$ cat src/verilog/trc_pkg.sv
// Package with register map, field layout, reset values and timing constants.
package trc_pkg;
    localparam int ADDR_W = 16;
    localparam int DATA_W = 32;
    localparam int CNT_W = 16;
    localparam int BC_W = 12;
    localparam int WIN_W = 16;
    localparam int L0T_W = 13;

    localparam logic [15:0] ADDR_CNT_CLR = 16'h4004;
    localparam logic [15:0] ADDR_TEST_SEQ = 16'h4005;
    localparam logic [15:0] ADDR_L1_WIN = 16'h4006;
    localparam logic [15:0] ADDR_L2_WIN = 16'h4007;
    localparam logic [15:0] ADDR_ROI_WIN = 16'h4009;
    localparam logic [15:0] ADDR_L1M_WIN = 16'h400a;
    localparam logic [15:0] ADDR_PREPULSE = 16'h400b;
    localparam logic [15:0] ADDR_BCID_L1 = 16'h400c;
    localparam logic [15:0] ADDR_L0_TALLY = 16'h400d;
    localparam logic [15:0] ADDR_L1_TALLY = 16'h400e;
    localparam logic [15:0] ADDR_L1M_TALLY = 16'h400f;
    localparam logic [15:0] ADDR_L2A_TALLY = 16'h4010;
    localparam logic [15:0] ADDR_L2R_TALLY = 16'h4011;
    localparam logic [15:0] ADDR_ROI_TALLY = 16'h4012;
    localparam logic [15:0] ADDR_FREE_BC = 16'h4013;

    // Field positions inside the window registers.
    localparam int EXP_LSB = 0;
    localparam int EXP_MSB = 11;
    localparam int TOL_LSB = 12;
    localparam int TOL_MSB = 15;
    localparam int MAX_LSB = 0;
    localparam int MAX_MSB = 15;
    localparam int MIN_LSB = 16;
    localparam int MIN_MSB = 31;

    localparam logic [11:0] L1_EXP_RST = 12'h0d4;
    localparam logic [3:0] L1_TOL_RST = 4'h2;
    localparam logic [15:0] L2_MAX_RST = 16'h4e20;
    localparam logic [15:0] L2_MIN_RST = 16'h0c80;
    localparam logic [15:0] ROI_MAX_RST = 16'hffff;
    localparam logic [15:0] ROI_MIN_RST = 16'h0000;
    localparam logic [15:0] L1M_MAX_RST = 16'h0028;
    localparam logic [15:0] L1M_MIN_RST = 16'h00f8;

    // Latency fields count bunch-crossing ticks; the tick is not a whole number of clocks.
    localparam int CLK_MHZ = 250;
    localparam int CLK_PERIOD_NS = 1000 / CLK_MHZ;
    localparam int TICK_NS = 25;

    localparam int CH_PREPULSE = 0;
    localparam int CH_L0 = 1;
    localparam int CH_L1 = 2;
    localparam int CH_L1M = 3;
    localparam int CH_L2A = 4;
    localparam int CH_L2R = 5;
    localparam int CH_ROI = 6;
    localparam int NUM_CH = 7;

    localparam int ERR_L1M = 0;
    localparam int ERR_L2 = 1;
    localparam int ERR_ROI = 2;
    localparam int ERR_L1T = 3;
    localparam int NUM_ERR = 4;

    localparam int PIN_L0 = 0;
    localparam int PIN_L1 = 1;
    localparam int PIN_ORBIT = 2;
    localparam int NUM_PIN = 3;

    typedef enum logic [1:0] {TS_IDLE, TS_WAIT} trc_test_e;
endpackage

$ cat src/verilog/trc_tally_if.sv
// Interface joining the register bank and its event counter block.
interface trc_tally_if #(parameter int N = 7, parameter int W = 16);
    logic [N-1:0] inc;
    logic clr;
    logic [N-1:0][W-1:0] cnt;
    modport ctl (output inc, output clr, input cnt);
    modport tally (input inc, input clr, output cnt);
endinterface

$ cat src/verilog/trc_top.sv
// Trigger receiver register bank with timing windows and event counters.
module trc_top (
    input wire logic i_ref_clk,
    input wire logic i_rst,
    input wire logic [trc_pkg::ADDR_W-1:0] i_addr,
    input wire logic [trc_pkg::DATA_W-1:0] i_wr_data,
    input wire logic i_wr,
    input wire logic i_rd,
    output logic [trc_pkg::DATA_W-1:0] o_rd_data,
    input wire logic i_trigger_level_zero,
    input wire logic i_trigger_level_one,
    input wire logic i_orbit_start_marker,
    input wire logic i_prepulse_ok,
    input wire logic i_l1_msg_ok,
    input wire logic i_l2a_msg_ok,
    input wire logic i_l2r_msg_ok,
    input wire logic i_roi_msg_ok,
    output logic o_test_level_zero,
    output logic o_test_level_one,
    output logic o_test_busy,
    output logic o_l1_msg_window_err,
    output logic o_l2_msg_window_err,
    output logic o_roi_msg_window_err,
    output logic o_l1_trig_window_err
);
    import trc_pkg::*;

    localparam logic [5:0] STEP = 6'(CLK_PERIOD_NS);
    localparam logic [5:0] TICK = 6'(TICK_NS);
    localparam logic [WIN_W-1:0] WIN_SAT = '1;
    localparam logic [L0T_W-1:0] L0T_SAT = '1;

    // The tick accumulator keeps remainders below the tick length in five bits and adds
    // one clock period per cycle, so the clock must be faster than the tick and divide
    // a microsecond evenly; other clock rates need a wider accumulator.
    if (CLK_PERIOD_NS < 1 || CLK_PERIOD_NS >= TICK_NS || TICK_NS > 31 ||
        CLK_PERIOD_NS * CLK_MHZ != 1000) begin : g_bad_tick
        $error("trc_top: clock period does not fit the tick accumulator");
    end

    // The delay counter must reach the largest expected delay plus tolerance, and the
    // window fields must match the orbit time width they are compared with.
    if (L0T_W < EXP_MSB - EXP_LSB + 2 || WIN_W != MAX_MSB - MAX_LSB + 1 ||
        WIN_W != MIN_MSB - MIN_LSB + 1) begin : g_bad_win
        $error("trc_top: window fields and delay counter widths disagree");
    end

    // Read data is zero-extended, so no register may be wider than the data bus.
    if (CNT_W > DATA_W || BC_W > DATA_W || MIN_MSB >= DATA_W) begin : g_bad_data
        $error("trc_top: register wider than the data bus");
    end

    typedef struct packed {
        logic [NUM_PIN-1:0] s1;
        logic [NUM_PIN-1:0] s2;
        logic [NUM_PIN-1:0] s3;
        logic [NUM_PIN-1:0] lvl;
        logic [4:0] frac;
        logic [BC_W-1:0] bc;
        logic [WIN_W-1:0] orbit_t;
        logic [L0T_W-1:0] l0_t;
        logic l0_seen;
        logic [15:0] l1_win;
        logic [31:0] l2_win;
        logic [31:0] roi_win;
        logic [31:0] l1m_win;
        logic [BC_W-1:0] bcid_l1;
        logic [NUM_ERR-1:0] err;
        trc_test_e test_st;
        logic [L0T_W-1:0] test_t;
        logic test_l0;
        logic test_l1;
        logic test_busy;
        logic [DATA_W-1:0] rd_data;
    } trc_state_s;

    trc_state_s q;
    trc_state_s d;

    trc_tally_if #(.N(NUM_CH), .W(CNT_W)) tally_bus ();

    trc_tally #(
        .N(NUM_CH),
        .W(CNT_W)
    ) u_tally (
        .i_ref_clk(i_ref_clk),
        .i_rst(i_rst),
        .bus(tally_bus)
    );

    logic [NUM_PIN-1:0] pin_in;
    logic [NUM_PIN-1:0] lvl_nxt;
    logic [NUM_PIN-1:0] rise;
    logic [5:0] frac_sum;
    logic tick;
    logic ev_l0;
    logic ev_l1;
    logic ev_orbit;
    logic wr_clr;
    logic wr_test;
    logic [L0T_W-1:0] exp_t;
    logic [L0T_W-1:0] tol_t;
    logic [L0T_W-1:0] lo_t;
    logic [L0T_W-1:0] hi_t;
    logic [NUM_ERR-1:0] err_set;
    logic [DATA_W-1:0] rd_nxt;

    assign pin_in[PIN_L0] = i_trigger_level_zero;
    assign pin_in[PIN_L1] = i_trigger_level_one;
    assign pin_in[PIN_ORBIT] = i_orbit_start_marker;

    // A pin level is accepted only once the second and third stages agree.
    for (genvar g = 0; g < NUM_PIN; g++) begin : g_pin
        assign lvl_nxt[g] = (q.s2[g] == q.s3[g]) ? q.s2[g] : q.lvl[g];
        assign rise[g] = lvl_nxt[g] & ~q.lvl[g];
    end

    // Both triggers may also come from the test sequence, so the tallies see them too.
    assign ev_l0 = rise[PIN_L0] | q.test_l0;
    assign ev_l1 = rise[PIN_L1] | q.test_l1;
    assign ev_orbit = rise[PIN_ORBIT];

    assign wr_clr = i_wr && (i_addr == ADDR_CNT_CLR);
    assign wr_test = i_wr && (i_addr == ADDR_TEST_SEQ);

    // A 25 ns tick from a 4 ns clock: a remainder accumulator keeps the mean rate exact.
    assign frac_sum = {1'b0, q.frac} + STEP;
    assign tick = (frac_sum >= TICK);

    assign exp_t = L0T_W'(q.l1_win[EXP_MSB:EXP_LSB]);
    assign tol_t = L0T_W'(q.l1_win[TOL_MSB:TOL_LSB]);
    assign lo_t = (exp_t > tol_t) ? exp_t - tol_t : '0;
    assign hi_t = exp_t + tol_t;

    // The message inputs are not gated during the test sequence; software keeps the
    // serial channel off meanwhile, otherwise real messages mix into the tallies.
    always_comb begin
        tally_bus.clr = wr_clr;
        tally_bus.inc = '0;
        tally_bus.inc[CH_PREPULSE] = i_prepulse_ok;
        tally_bus.inc[CH_L0] = ev_l0;
        tally_bus.inc[CH_L1] = ev_l1;
        tally_bus.inc[CH_L1M] = i_l1_msg_ok;
        tally_bus.inc[CH_L2A] = i_l2a_msg_ok;
        tally_bus.inc[CH_L2R] = i_l2r_msg_ok;
        tally_bus.inc[CH_ROI] = i_roi_msg_ok;
    end

    // Message arrival checks against the orbit-relative time at the moment of decoding; the level-one trigger check uses the time since level-zero.
    always_comb begin
        err_set = '0;
        if (i_l1_msg_ok) begin
            if (q.orbit_t < q.l1m_win[MIN_MSB:MIN_LSB] ||
                q.orbit_t > q.l1m_win[MAX_MSB:MAX_LSB]) begin
                err_set[ERR_L1M] = 1'b1;
            end
        end
        if (i_l2a_msg_ok || i_l2r_msg_ok) begin
            if (q.orbit_t < q.l2_win[MIN_MSB:MIN_LSB] ||
                q.orbit_t > q.l2_win[MAX_MSB:MAX_LSB]) begin
                err_set[ERR_L2] = 1'b1;
            end
        end
        if (i_roi_msg_ok) begin
            if (q.orbit_t < q.roi_win[MIN_MSB:MIN_LSB] ||
                q.orbit_t > q.roi_win[MAX_MSB:MAX_LSB]) begin
                err_set[ERR_ROI] = 1'b1;
            end
        end
        if (ev_l1) begin
            if (!q.l0_seen || q.l0_t < lo_t || q.l0_t > hi_t) begin
                err_set[ERR_L1T] = 1'b1;
            end
        end
    end

    // Read decode; writes to counter addresses fall through and change nothing.
    always_comb begin
        rd_nxt = '0;
        if (i_addr == ADDR_L1_WIN) begin
            rd_nxt = DATA_W'(q.l1_win);
        end else if (i_addr == ADDR_L2_WIN) begin
            rd_nxt = q.l2_win;
        end else if (i_addr == ADDR_ROI_WIN) begin
            rd_nxt = q.roi_win;
        end else if (i_addr == ADDR_L1M_WIN) begin
            rd_nxt = q.l1m_win;
        end else if (i_addr == ADDR_PREPULSE) begin
            rd_nxt = DATA_W'(tally_bus.cnt[CH_PREPULSE]);
        end else if (i_addr == ADDR_BCID_L1) begin
            rd_nxt = DATA_W'(q.bcid_l1);
        end else if (i_addr == ADDR_L0_TALLY) begin
            rd_nxt = DATA_W'(tally_bus.cnt[CH_L0]);
        end else if (i_addr == ADDR_L1_TALLY) begin
            rd_nxt = DATA_W'(tally_bus.cnt[CH_L1]);
        end else if (i_addr == ADDR_L1M_TALLY) begin
            rd_nxt = DATA_W'(tally_bus.cnt[CH_L1M]);
        end else if (i_addr == ADDR_L2A_TALLY) begin
            rd_nxt = DATA_W'(tally_bus.cnt[CH_L2A]);
        end else if (i_addr == ADDR_L2R_TALLY) begin
            rd_nxt = DATA_W'(tally_bus.cnt[CH_L2R]);
        end else if (i_addr == ADDR_ROI_TALLY) begin
            rd_nxt = DATA_W'(tally_bus.cnt[CH_ROI]);
        end else if (i_addr == ADDR_FREE_BC) begin
            rd_nxt = DATA_W'(q.bc);
        end
    end

    always_comb begin
        d = q;
        d.s1 = pin_in;
        d.s2 = q.s1;
        d.s3 = q.s2;
        d.lvl = lvl_nxt;
        d.frac = tick ? 5'(frac_sum - TICK) : frac_sum[4:0];
        d.test_l0 = 1'b0;
        d.test_l1 = 1'b0;
        d.rd_data = i_rd ? rd_nxt : '0;

        if (tick) begin
            d.bc = q.bc + 1'b1;
        end

        // Orbit time saturates rather than wrapping, so a lost orbit marker makes late
        // messages flag instead of passing as early ones.
        if (ev_orbit) begin
            d.orbit_t = '0;
        end else if (tick && q.orbit_t != WIN_SAT) begin
            d.orbit_t = q.orbit_t + 1'b1;
        end

        // A level-one trigger consumes the pending level-zero; a second level-one
        // without a new level-zero is then flagged as unmatched.
        if (ev_l0) begin
            d.l0_t = '0;
            d.l0_seen = 1'b1;
        end else if (ev_l1) begin
            d.l0_seen = 1'b0;
        end else if (tick && q.l0_t != L0T_SAT) begin
            d.l0_t = q.l0_t + 1'b1;
        end

        // The capture takes the count before this cycle's tick, that is the crossing in
        // which the trigger was seen.
        if (ev_l1) begin
            d.bcid_l1 = q.bc;
        end

        // A new error in the clearing cycle wins over the clear.
        if (wr_clr) begin
            d.err = err_set;
        end else begin
            d.err = q.err | err_set;
        end

        if (i_wr) begin
            if (i_addr == ADDR_L1_WIN) begin
                d.l1_win = i_wr_data[15:0];
            end else if (i_addr == ADDR_L2_WIN) begin
                d.l2_win = i_wr_data;
            end else if (i_addr == ADDR_ROI_WIN) begin
                d.roi_win = i_wr_data;
            end else if (i_addr == ADDR_L1M_WIN) begin
                d.l1m_win = i_wr_data;
            end
        end

        // Test sequence: one level-zero pulse, then a level-one pulse after the
        // programmed expected delay. A strobe while busy is ignored.
        case (q.test_st)
            TS_IDLE: begin
                if (wr_test) begin
                    d.test_l0 = 1'b1;
                    d.test_t = '0;
                    d.test_st = TS_WAIT;
                    d.test_busy = 1'b1;
                end
            end
            TS_WAIT: begin
                if (tick) begin
                    if (q.test_t >= exp_t) begin
                        d.test_l1 = 1'b1;
                        d.test_st = TS_IDLE;
                        d.test_busy = 1'b0;
                    end else begin
                        d.test_t = q.test_t + 1'b1;
                    end
                end
            end
            default: begin
                d.test_st = TS_IDLE;
                d.test_busy = 1'b0;
            end
        endcase
    end

    always_ff @(posedge i_ref_clk) begin
        if (i_rst) begin
            q <= '0;
            q.l1_win <= {L1_TOL_RST, L1_EXP_RST};
            q.l2_win <= {L2_MIN_RST, L2_MAX_RST};
            q.roi_win <= {ROI_MIN_RST, ROI_MAX_RST};
            q.l1m_win <= {L1M_MIN_RST, L1M_MAX_RST};
            q.test_st <= TS_IDLE;
        end else begin
            q <= d;
        end
    end

    // Writes to the tally and crossing capture addresses are decoded nowhere; the tallies
    // change only by counting and the clear, the capture only on a level-one trigger.
    assign o_rd_data = q.rd_data;
    assign o_test_level_zero = q.test_l0;
    assign o_test_level_one = q.test_l1;
    assign o_test_busy = q.test_busy;
    assign o_l1_msg_window_err = q.err[ERR_L1M];
    assign o_l2_msg_window_err = q.err[ERR_L2];
    assign o_roi_msg_window_err = q.err[ERR_ROI];
    assign o_l1_trig_window_err = q.err[ERR_L1T];
endmodule // trc_top

$ cat src/verilog/trc_tally.sv
// Bank of wrapping event counters with a common clear.
module trc_tally #(
    parameter int N = 7,
    parameter int W = 16
) (
    input wire logic i_ref_clk,
    input wire logic i_rst,
    trc_tally_if.tally bus
);
    typedef struct packed {
        logic [N-1:0][W-1:0] cnt;
    } trc_tally_s;

    trc_tally_s q;
    trc_tally_s d;
    logic [N-1:0][W-1:0] nxt;

    if (N < 1 || W < 1 || W > 32) begin : g_bad
        $error("trc_tally: unsupported N or W");
    end

    for (genvar g = 0; g < N; g++) begin : g_ch
        // An event in the clearing cycle still counts, so it is never lost.
        assign nxt[g] = bus.clr ? W'(bus.inc[g]) : q.cnt[g] + W'(bus.inc[g]);
    end

    always_comb begin
        d = q;
        d.cnt = nxt;
    end

    always_ff @(posedge i_ref_clk) begin
        if (i_rst) begin
            q <= '0;
        end else begin
            q <= d;
        end
    end

    assign bus.cnt = q.cnt;
endmodule // trc_tally

$ cat config.mk
export PLATFORM = sky130hd
export DESIGN_NAME = trc_top
export DESIGN_NICKNAME = d
export VERILOG_FILES = /design/src/verilog/trc_pkg.sv /design/src/verilog/trc_tally_if.sv /design/src/verilog/trc_top.sv /design/src/verilog/trc_tally.sv
export SDC_FILE = /design/constraint.sdc
export NUM_CORES = 1
export LEC_CHECK = 0
export BUFFER_PORTS_ARGS = -buffer_cell sky130_fd_sc_hd__buf_2
export CORE_ASPECT_RATIO = 1.1
export CORE_MARGIN = 5
export CORE_UTILIZATION = 40
export CTS_CLUSTER_SIZE = 10
export DETAILED_ROUTE_END_ITERATION = 10
export HOLD_SLACK_MARGIN = 0.12
export PLACE_DENSITY_LB_ADDON = 0.15
export SLEW_MARGIN = 15
export SYNTH_ARGS = -nofsm -noshare
export SYNTH_HDL_FRONTEND = slang
export SYNTH_SLANG_ARGS = --single-unit
$ cat constraint.sdc
create_clock -name i_ref_clk -period 3.7 [get_ports i_ref_clk]
set_input_delay 0.185 -clock i_ref_clk [delete_from_list [all_inputs] [get_ports i_ref_clk]]
set_output_delay 0.185 -clock i_ref_clk [all_outputs]
set_load 0.05 [all_outputs]
* After elaboration in Yosys (flattened, before gate mapping) *
Index checks and enable logic that the tools add are counted.

word-level totals
  register bits after elaboration = 349
  input bits = 60
  output and inout bits = 39

cells by class
  add/sub/neg operators = 15
  $lt $le $gt $ge = 11
  equal/unequal tests = 25
  muxes and demuxes = 46
  bitwise logic cells = 17
  reduce and logical (&&, ||, !) cells = 28

operator list
  kind                   count
  $eq 16x15->1 const B   15
  $mux 16                10
  $add 16x1->16          7
  $mux 32                3
  $gt 16x16->1           3
  $lt 16x16->1           3
  $add 13x1->13 const B  2
  $mux 13                2
  $pmux 13 s2            1
  $mux 1                 22
  $add 16x1->16 const B  1
  $ne 16x16->1 const B   1
  $mux 15                1
  $add 12x4->13          1
  $ge 13x12->1           1
  $gt 13x13->1           1
  $lt 13x13->1           1
  $ne 13x13->1 const B   1
  $sub 12x4->13          1
  $add 12x1->12 const B  1
  $gt 12x4->1            1
  $mux 12                1
  $not 1->1              11
  $reduce_or 2->1        5
  other kinds (24)       46

* Depth between registers and ports, before layout *
Gate-level depths: netlist (run 1).

  depth after elaboration = 14
  gate-level depth with buffers = 17
  mapped depth without buffers = 17

* By module *
Synthesis (run 1) repeated with hierarchy kept, for this count alone.

second synthesis, totals
  cells, all modules = 2,307
  area total of the unflattened synthesis = 19,063.3 um^2

modules (own cells, without submodules)
  module     times used  cells an instance  area each (um^2)  seq. area each (um^2)
  trc_top    1           1,764              14,187.4          4,724.5
  trc_tally  1           543                4,875.9           2,242.2

* Least setup slack after synthesis (run 1) *
No wires, ideal clock.

  path type = register to register
  start point = reg q[177] (netlist name)
  end point = reg q, in the netlist o_l1_trig_window_err
  library setup time = 141 ps
  data arrival time = 2,997 ps
  required time = 3,559 ps
  slack = 562 ps
  cell stages (with the launch flop) = 16
  path buffers = 1
  clock period less this slack = 3,138 ps
  path through = dfxtp_1 > inv_1 > ha_1 > clkbuf_1 > o21ai_0 > o21bai_1 > nand2_1 > nand2_1 > o211ai_1 > ha_1 > nand4_1 > or4_1 > o21ai_0 > nand2_1 > a22oi_1 > o31ai_1

between the ends
  word-level cells in the longest chain between the ends = 9
  elaborated cells between the ends (all ways) = 12
  those cells by class = add/sub (2); order compare (3); mux (4); bitwise (1); reduce/logical (2)

ends and longest elaborated chain
  what                                          line            RTL
  from (decl)                                   trc_top.sv:77   trc_state_s q;
  $sub 12x4->13 or $gt 12x4->1 (tied branches)  trc_top.sv:132  assign lo_t = (exp_t > tol_t) ? exp_t - tol_t : '0;
  $mux 13                                       trc_top.sv:132
  $lt 13x13->1                                  trc_top.sv:171  if (!q.l0_seen || q.l0_t < lo_t || q.l0_t > hi_t) begin
  $logic_or 1x1->1                              trc_top.sv:171
  $logic_or 1x1->1 *                            trc_top.sv:171
  $mux 1 *                                      trc_top.sv:171
  $mux 1 *                                      trc_top.sv:170  if (ev_l1) begin
  $or 4x4->4                                    trc_top.sv:253  d.err = q.err | err_set;
  $mux 4 *                                      trc_top.sv:250  if (wr_clr) begin

Mark *: on every way between the ends. The rest lies on a longest branch, timed or not.
A chain may end at the register's enable or synchronous reset.

* Final worst setup path (run 1) *
  start point = reg q, in the netlist exp_t[4]
  end point = reg q, in the netlist o_l1_trig_window_err

Same word-level chain as after synthesis.

==> metrics.log, run 1 <==
[metrics] synthesized area: 18900 um2
[metrics] port bufs: 98
[metrics] Layout Nets: 2624
[metrics] average instance area after synthesis: 8.22 um2
[metrics] worst clock skew: 0.0278 ns
[metrics] number of standard cells after synthesis: 2301
[metrics] wire length of the first global-routing pass: 92200 um
[metrics] Worst Setup Slack, final: 0.306 ns
[metrics] HPWL after detailed placement: 44200 um
[metrics] crit share post-route: 91.7%
[metrics] WHS: 0.207 ns
[metrics] starting density of the core: 40.5%
[metrics] Worst Setup Path Type: reg -> reg
[metrics] initial drt markers: 1382
[metrics] net switching power of the design: 2.00 mW
[metrics] post-layout minimum cycle time: 3.39 ns
[metrics] launching element type of the critical path: flip-flop
[metrics] most area-hungry cell type in the Yosys netlist: sky130_fd_sc_hd__dfxtp_1
[metrics] share of Yosys cell area claimed by the top area cell type: 36.8%
[metrics] post-synthesis cell type count: 74
[metrics] total routed wirelength: 59500 um
[metrics] Yosys reg bits: 348
[metrics] fraction of final layout cells sized beyond drive strength 1: 10.5%
[metrics] top cells by area in the synthesized netlist: sky130_fd_sc_hd__dfxtp_1 37%, sky130_fd_sc_hd__ha_1 11%, sky130_fd_sc_hd__nand2_1 6.6%
[metrics] number of slew-limit violations in the final report: 0
[metrics] clock edge transition at the registers on the reported setup and hold paths: 0.06 ns
[metrics] number of clock sinks: 348
[metrics] number of flops mapped to enable cells by yosys: 0
[metrics] global route overflow: 0
[metrics] number of global-route vias before repair: 16000
[metrics] CTS tree: done
[metrics] largest net degree at the start of global routing: 61
[metrics] clock latency reported for the late side of the worst-skew pair: 0.58 ns
[metrics] Clock Path Buffers: 3
[metrics] nets in the synthesized netlist: 2524
[metrics] vias post-DR: 16700
[metrics] number of cell rows: 83
[metrics] residual antenna-violating net count after detailed routing: 0
[metrics] buffer count from post-CTS setup fixing: 0
[metrics] worst-path fanout max: 10
[metrics] internal power component: 6.44 mW
[metrics] sequential-to-total area share from yosys stat: 36.8%
[metrics] class of the tightest hold or removal check: in -> reg
[metrics] initial antenna violation count: 2
[metrics] reported leakage power: 8.48 nW
[metrics] Die Width: 217 um
[metrics] Clk network pwr share: 47.6%
[metrics] Die Height: 238 um
[metrics] ratio of total power to cell area: 390 nW/um2
[metrics] unrepaired setup endpoints after global routing: no
[metrics] Top Ports: 99
[metrics] share of flip-flops with an asynchronous set or reset: 0%
[metrics] Clk Tree Root Cell: sky130_fd_sc_hd__clkbuf_16
[metrics] wire length per cell: 19.7 um
[metrics] data arrival time of the worst path: 3.81 ns
[metrics] n_diodes: 0
[metrics] area of the core region: 46700 um2
[metrics] most used flip-flop cell after synthesis: sky130_fd_sc_hd__dfxtp_1
[metrics] routed via count divided by cell count: 5.53
[metrics] fraction of power consumed by sequential logic: 45.7%
[metrics] Yosys warning total: 0
[metrics] Slew headroom: 34.6%
[metrics] outcome: finished clean
[metrics] cell area after placement: 19900 um2
[metrics] H-tree level count: 2
[metrics] die area: 51800 um2
[metrics] overall routing resource usage: 22.5%
[metrics] most used standard cell by instance count after synthesis: sky130_fd_sc_hd__dfxtp_1
[metrics] non-filler instance count after layout: 3014
[metrics] Post-Route Setup TNS: 0 ns
[metrics] proportion of total power due to net switching: 23.7%
[metrics] number of buffers inserted during clock tree synthesis: 43
[metrics] number of endpoints failing setup at the final stage: 0
[metrics] number of remaining DRC errors: 0
[metrics] routability cong.: 0.909
[metrics] Required @ worst endpoint: 4.11 ns
[metrics] detailed-router iteration count before antenna repair: 6
[metrics] power share of the combinational group: 6.7%
[metrics] Hold Fails Final Rpt: 0
[metrics] post-placement setup slack: 0.323 ns
[metrics] Placed Cells incl. Taps: 2907
[metrics] transition at the pin with the smallest max-transition slack: 0.980 ns
[metrics] Non-Filler Cell Area, Final: 21700 um2
[metrics] Max Cap Viol: 0
[metrics] achievable frequency: 295 MHz
[metrics] nature of the critical path endpoint: flip-flop
[metrics] signed area change from the synthesized netlist to the final layout: 14.4%
[metrics] maximum vdd ir drop: 0.313 mV
[metrics] Synth top cells by count: 348 x sky130_fd_sc_hd__dfxtp_1, 331 x sky130_fd_sc_hd__nand2_1, 238 x sky130_fd_sc_hd__nor2_1, 161 x sky130_fd_sc_hd__ha_1, 153 x sky130_fd_sc_hd__a21oi_1
-- cell type report --
| type | count | area [um2] |
|---|---|---|
| inverter | 136 | 510 |
| multi-input combinational | 1681 | 10800 |
| clock buffer | 61 | 1280 |
| timing repair buffer | 191 | 1330 |
| clock inverter | 2 | 35.0 |
| fill | 4623 | 25100 |
| tap | 595 | 744 |
| sequential | 348 | 6970 |
-- per-stage QoR --
stage	util, %	power (mW)
2_1_floorplan	-	4.25
3_3_place_gp	42.6	4.46
3_5_place_dp	42.6	4.47
4_1_cts	46.3	8.54
5_1_grt	46.3	8.74
6_report	46.3	8.44
-- layer usage --
metal | vias to the layer above | global-route usage [%] | part of all wire, %
met4 | 2 | 6.90 | 2.9
met3 | 103 | 3.24 | 4.8
met1 | 7976 | 29.8 | 45
met5 | - | 0 | 0.022
li1 | 8181 | - | -
met2 | 414 | 38.0 | 47
-- placed cells by master (no fill, tap or decap), types with 48 or more instances in the layout --
cell	Yosys	final
sky130_fd_sc_hd__a21oi_1	153	153
sky130_fd_sc_hd__buf_2	20	97
sky130_fd_sc_hd__buf_4	34	48
sky130_fd_sc_hd__dfxtp_1	348	348
sky130_fd_sc_hd__ha_1	161	161
sky130_fd_sc_hd__inv_1	134	134
sky130_fd_sc_hd__nand2_1	331	329
sky130_fd_sc_hd__nand3_1	91	91
sky130_fd_sc_hd__nand4_1	63	63
sky130_fd_sc_hd__nor2_1	238	238
sky130_fd_sc_hd__o21ai_0	89	89
sky130_fd_sc_hd__xnor2_1	75	75
sky130_fd_sc_hd__xor2_1	78	78
-- power groups by stage --
stage,Sequential (mW),Clock (mW),Combinational (mW)
2_1_floorplan,3.93,0,0.328
3_3_place_gp,3.94,0,0.523
3_5_place_dp,3.94,0,0.530
4_1_cts,3.86,4.12,0.570
5_1_grt,3.86,4.26,0.622
6_report,3.86,4.02,0.566
-- worst max-delay path, cell delays in order (launching register included) --
cell	delay (ns)
sky130_fd_sc_hd__dfxtp_1	0.34
sky130_fd_sc_hd__or4_1	0.59
sky130_fd_sc_hd__or3_1	0.40
sky130_fd_sc_hd__nor3_1	0.25
sky130_fd_sc_hd__nand2_2	0.20
sky130_fd_sc_hd__o211ai_1	0.17
sky130_fd_sc_hd__ha_1	0.20
sky130_fd_sc_hd__nand4_1	0.13
sky130_fd_sc_hd__or4_1	0.41
sky130_fd_sc_hd__o21ai_0	0.20
sky130_fd_sc_hd__nand2_1	0.09
sky130_fd_sc_hd__a22oi_1	0.18
sky130_fd_sc_hd__o31ai_1	0.08
-- what timing repair did --
item / in CTS / in global routing
setup endpoints to repair: 0 / 1
hold buffers: 44 / 0
gates resized for setup: 0 / 1
endpoints found under the hold margin: 132 / 0
-- worst paths after layout --
check / start / endpoint / slack (ns) / cells after the start
worst max-delay path: exp_t[4]$_SDFFE_PP1P_ / o_l1_trig_window_err$_SDFF_PP0_ / 0.31 / 12
worst min register to register: d[231]$_SDFF_PP0_ / d[228]$_SDFF_PP0_ / 0.43 / 1
worst min-delay path: i_rd / o_rd_data[11]$_SDFF_PP0_ / 0.21 / 4
worst max register to register: exp_t[4]$_SDFFE_PP1P_ / o_l1_trig_window_err$_SDFF_PP0_ / 0.31 / 12
-- kinds of logic (layout without fill, tap and decap cells) --
family	after synthesis	after routing	share of synthesized area [%]
compound gates	440	440	14.7
xor+xnor	153	153	7.08
fa+ha+maj	163	163	10.9
buf+inv	272	390	6.35
flops	348	348	36.8
mux	31	31	2.48
simple gates	894	894	21.7
-- registers in the layout, indices dropped and copies added, names as in the netlist --
signal                cells
d                         6
o_roi_msg_window_err      1
o_rd_data                32
o_l1_msg_window_err       1
exp_t                    12
o_l2_msg_window_err       1
o_test_level_one          1
o_l1_trig_window_err      1
o_test_busy               1
u_tally.bus.cnt         112
o_test_level_zero         1
q                       179
Note: power is estimated with default switching activity, not from simulation.
==> run 2, diff against run 1 <==
Settings changed: CORE_MARGIN 5 to 8, GPL_TIMING_DRIVEN set to 0.
==> run 2 against run 1 <==
Non-clock buffer count grew 83. Worst hold slack lost 0.026 ns. Critical path depth grew 2. Register-to-register slack lost 0.05 ns. Sequential power is essentially flat. Total power shrank 0.63%. Utilization grew 0.43 points. Die area grew 5.4%. Maximum frequency shrank 1.3%. Final area grew 0.92%. Clock power shrank 2%. Flip-flop and latch count is the same. Critical path type unchanged.
==> metrics.log, run 2 (synthesized netlist as in run 1, its figures left out) <==
[metrics] final core occ: 46.8% (+0.43 points)
[metrics] class of the tightest hold or removal check: in -> reg
[metrics] data arrival time of the worst path: 3.87 ns (+0.06 ns)
[metrics] starting density of the core: 40.5% (unchanged)
[metrics] n_diodes: 0 (unchanged)
[metrics] total routed wirelength: 65100 um (+9.5%)
[metrics] nature of the critical path endpoint: flip-flop
[metrics] number of buffers inserted during clock tree synthesis: 43 (unchanged)
[metrics] Worst Setup Slack, final: 0.260 ns (-0.0463 ns)
[metrics] startpoint of the tightest hold check path: i_wr
[metrics] signed area change from the synthesized netlist to the final layout: 15.5%
[metrics] Clock Path Buffers: 3 (unchanged)
[metrics] H-tree level count: 2 (unchanged)
[metrics] maximum vdd ir drop: 0.261 mV (-17%)
[metrics] cells on worst reg2reg path: 14 (+2)
[metrics] initial antenna violation count: 0 (-2)
[metrics] Required @ worst endpoint: 4.13 ns (+0.02 ns)
[metrics] Filler cells: 4612 (-0.24%)
[metrics] number of clock sinks: 348 (unchanged)
[metrics] number of cell rows: 83 (unchanged)
[metrics] number of slew-limit violations in the final report: 0 (unchanged)
[metrics] Hold Fails Final Rpt: 0 (unchanged)
[metrics] worst hold path endpoint: q[48]$_SDFFE_PP0P_
[metrics] overall routing resource usage: 23.2% (+0.76 points)
[metrics] largest stage delay on the critical path: 0.53 ns (-0.06 ns)
[metrics] achievable frequency: 291 MHz (-1.3%)
[metrics] detailed-router iteration count before antenna repair: 7 (+1)
[metrics] Worst Setup Path Type: reg -> reg
[metrics] ratio of total power to cell area: 384 nW/um2 (-1.5%)
[metrics] most common library cell in the layout ignoring fill and taps: sky130_fd_sc_hd__dfxtp_1
[metrics] Clk Tree Root Cell: sky130_fd_sc_hd__clkbuf_16
[metrics] global route overflow: 0 (unchanged)
[metrics] clock latency reported for the late side of the worst-skew pair: 0.58 ns (about the same)
[metrics] clock edge transition at the registers on the reported setup and hold paths: 0.06 ns (about the same)
[metrics] reported leakage power: 8.55 nW (+0.93%)
[metrics] post-layout minimum cycle time: 3.44 ns (+0.0463 ns)
[metrics] wire length of the first global-routing pass: 98600 um (+7.0%)
[metrics] area of the core region: 46700 um2 (unchanged)
[metrics] Die Width: 223 um (+2.8%)
[metrics] routability cong.: 0.982 (+8.0%)
[metrics] number of global-route vias before repair: 16800 (+5.0%)
[metrics] number of remaining DRC errors: 0 (unchanged)
[metrics] Layout Nets: 2707 (+3.2%)
[metrics] largest net degree at the start of global routing: 13 (-79%)
[metrics] cells along the critical path: inv_1 -> ha_1 -> inv_1 -> a21oi_1 -> nor2_1 -> o21ai_0 -> nor3_1 -> xnor2_1 -> ha_1 -> nand4_1 -> nor4_1 -> o21ai_0 -> a22oi_1 -> o31ai_1
[metrics] Slew headroom: 20.5% (-14 points)
[metrics] fraction of final layout cells sized beyond drive strength 1: 10.4% (-0.19 points)
[metrics] Reg2Reg Setup Slack: 0.26 ns (-0.05 ns)
[metrics] residual antenna-violating net count after detailed routing: 0 (unchanged)
[metrics] wire length per cell: 21.0 um (+6.6%)
[metrics] most frequent cells in the layout: 347 x sky130_fd_sc_hd__dfxtp_1, 330 x sky130_fd_sc_hd__nand2_1, 238 x sky130_fd_sc_hd__nor2_1
[metrics] Max Cap Viol: 0 (unchanged)
[metrics] launching element type of the critical path: flip-flop
[metrics] HPWL after detailed placement: 50400 um (+14%)
[metrics] Largest Register: q
[metrics] Hold Crit Depth: 4 (unchanged)
[metrics] category of cells accounting for the largest share of critical-path delay: compound AO/OA/AOI/OAI gates
[metrics] crit share post-route: 93.0% (+1.3 points)
[metrics] combined buffer and inverter count along the critical path: 2 (+2)
[metrics] routed via count divided by cell count: 5.59 (+1.1%)
[metrics] capturing point of the worst reg2reg path: o_l1_trig_window_err$_SDFF_PP0_
[metrics] Die Height: 244 um (+2.5%)
[metrics] vias post-DR: 17300 (+3.8%)
[metrics] number of endpoints failing setup at the final stage: 0 (unchanged)
[metrics] port bufs: 97 (-1.0%)
[metrics] CTS tree: done
[metrics] die area: 54500 um2 (+5.4%)
[metrics] number of flip-flops in the largest register: 179 (unchanged)
[metrics] worst clock skew: 0.0172 ns (-0.0106 ns)
[metrics] Top Ports: 99 (unchanged)
[metrics] outcome: finished clean
[metrics] cell with the largest stage delay on the worst path: sky130_fd_sc_hd__o21ai_0
[metrics] worst-path fanout max: 7 (-3)
[metrics] post-placement setup slack: -0.240 ns (-0.563 ns)
[metrics] unrepaired setup endpoints after global routing: no
[metrics] initial drt markers: 1501 (+8.6%)
[metrics] transition at the pin with the smallest max-transition slack: 1.18 ns (+0.203 ns)
[metrics] Critical R2R Launch: q[176]$_SDFFE_PP0P_
[run 2: changes by cell type in the layout (fill, tap and decap cells not counted), moves of 2 or more]
cell / before / now
sky130_fd_sc_hd__dlygate4sd3_1: 44 / 41
sky130_fd_sc_hd__buf_4: 48 / 35
sky130_fd_sc_hd__buf_1: 0 / 4
sky130_fd_sc_hd__clkinv_2: 1 / 4
sky130_fd_sc_hd__buf_6: 0 / 2
sky130_fd_sc_hd__buf_12: 2 / 0
sky130_fd_sc_hd__clkbuf_1: 7 / 81
sky130_fd_sc_hd__buf_2: 97 / 117
sky130_fd_sc_hd__clkbuf_8: 9 / 6
[run 2: repair_timing]
action,in CTS,in global routing
setup endpoints to repair,1,1
pin swaps,0,1
setup buffers,0,1
hold endpoints to repair,123,0
hold buffers,41,0
gates resized for setup,2,3
[run 2: routing by layer]
metal | vias up | part of all wire, % | global-route usage (%)
met1 | 8253 | 42 | 28.5
met3 | 146 | 5.8 | 3.53
li1 | 8355 | - | -
met4 | 0 | 4.8 | 11.5
met2 | 557 | 47 | 39.4
met5 | - | 0 | 0
[run 2: how the worst max path moves through the flow]
stage	depth (start not counted)	to	from
2_1_floorplan	15	o_l1_trig_window_err$_SDFF_PP0_	q[177]$_SDFFE_PP0P_
5_1_grt	12	o_l1_trig_window_err$_SDFF_PP0_	exp_t[5]$_SDFFE_PP0P_
4_1_cts	15	o_l1_trig_window_err$_SDFF_PP0_	q[176]$_SDFFE_PP0P_
6_report	14	o_l1_trig_window_err$_SDFF_PP0_	q[176]$_SDFFE_PP0P_
3_3_place_gp	15	o_l1_trig_window_err$_SDFF_PP0_	q[175]$_SDFFE_PP1P_
3_5_place_dp	15	o_l1_trig_window_err$_SDFF_PP0_	q[176]$_SDFFE_PP0P_
[run 2: per-stage QoR]
step                total power [mW]  cells  TNS, ns  hold slack [ns]  instance area, um2
floorplan                       4.25   2301        0            0.309               18900
global placement                4.49   2993   -0.210            0.404               20100
detailed placement              4.50   2994   -0.240            0.409               20200
CTS                             8.46   3097        0            0.145               21800
global route                    8.67   3096        0            0.187               21900
finish                          8.39   3096        0            0.181               21900
[run 2: report_power, final]
part / switching [mW] / internal (mW)
clock network: 1.61 / 2.32
logic: 0.376 / 0.216
registers: 0.0594 / 3.80
total: 2.05 / 6.34
[run 2: area by class of cell]
type / count / area [um2] / share of cell area (%)
buffer: 134 / 683 / 3.13
clock buffer: 57 / 1210 / 5.54
clock inverter: 5 / 50.0 / 0.229
inverter: 136 / 510 / 2.34
multi-input combinational: 1681 / 10800 / 49.3
sequential: 348 / 6970 / 31.9
tap: 595 / 744 / 3.41
timing repair buffer: 140 / 915 / 4.19
[run 2: tightest hold or removal path, delay by kind of cell]
kind	cells	cell delay [ns]
buf+inv	2	0.32
simple gates	1	0.05
compound gates	1	0.14
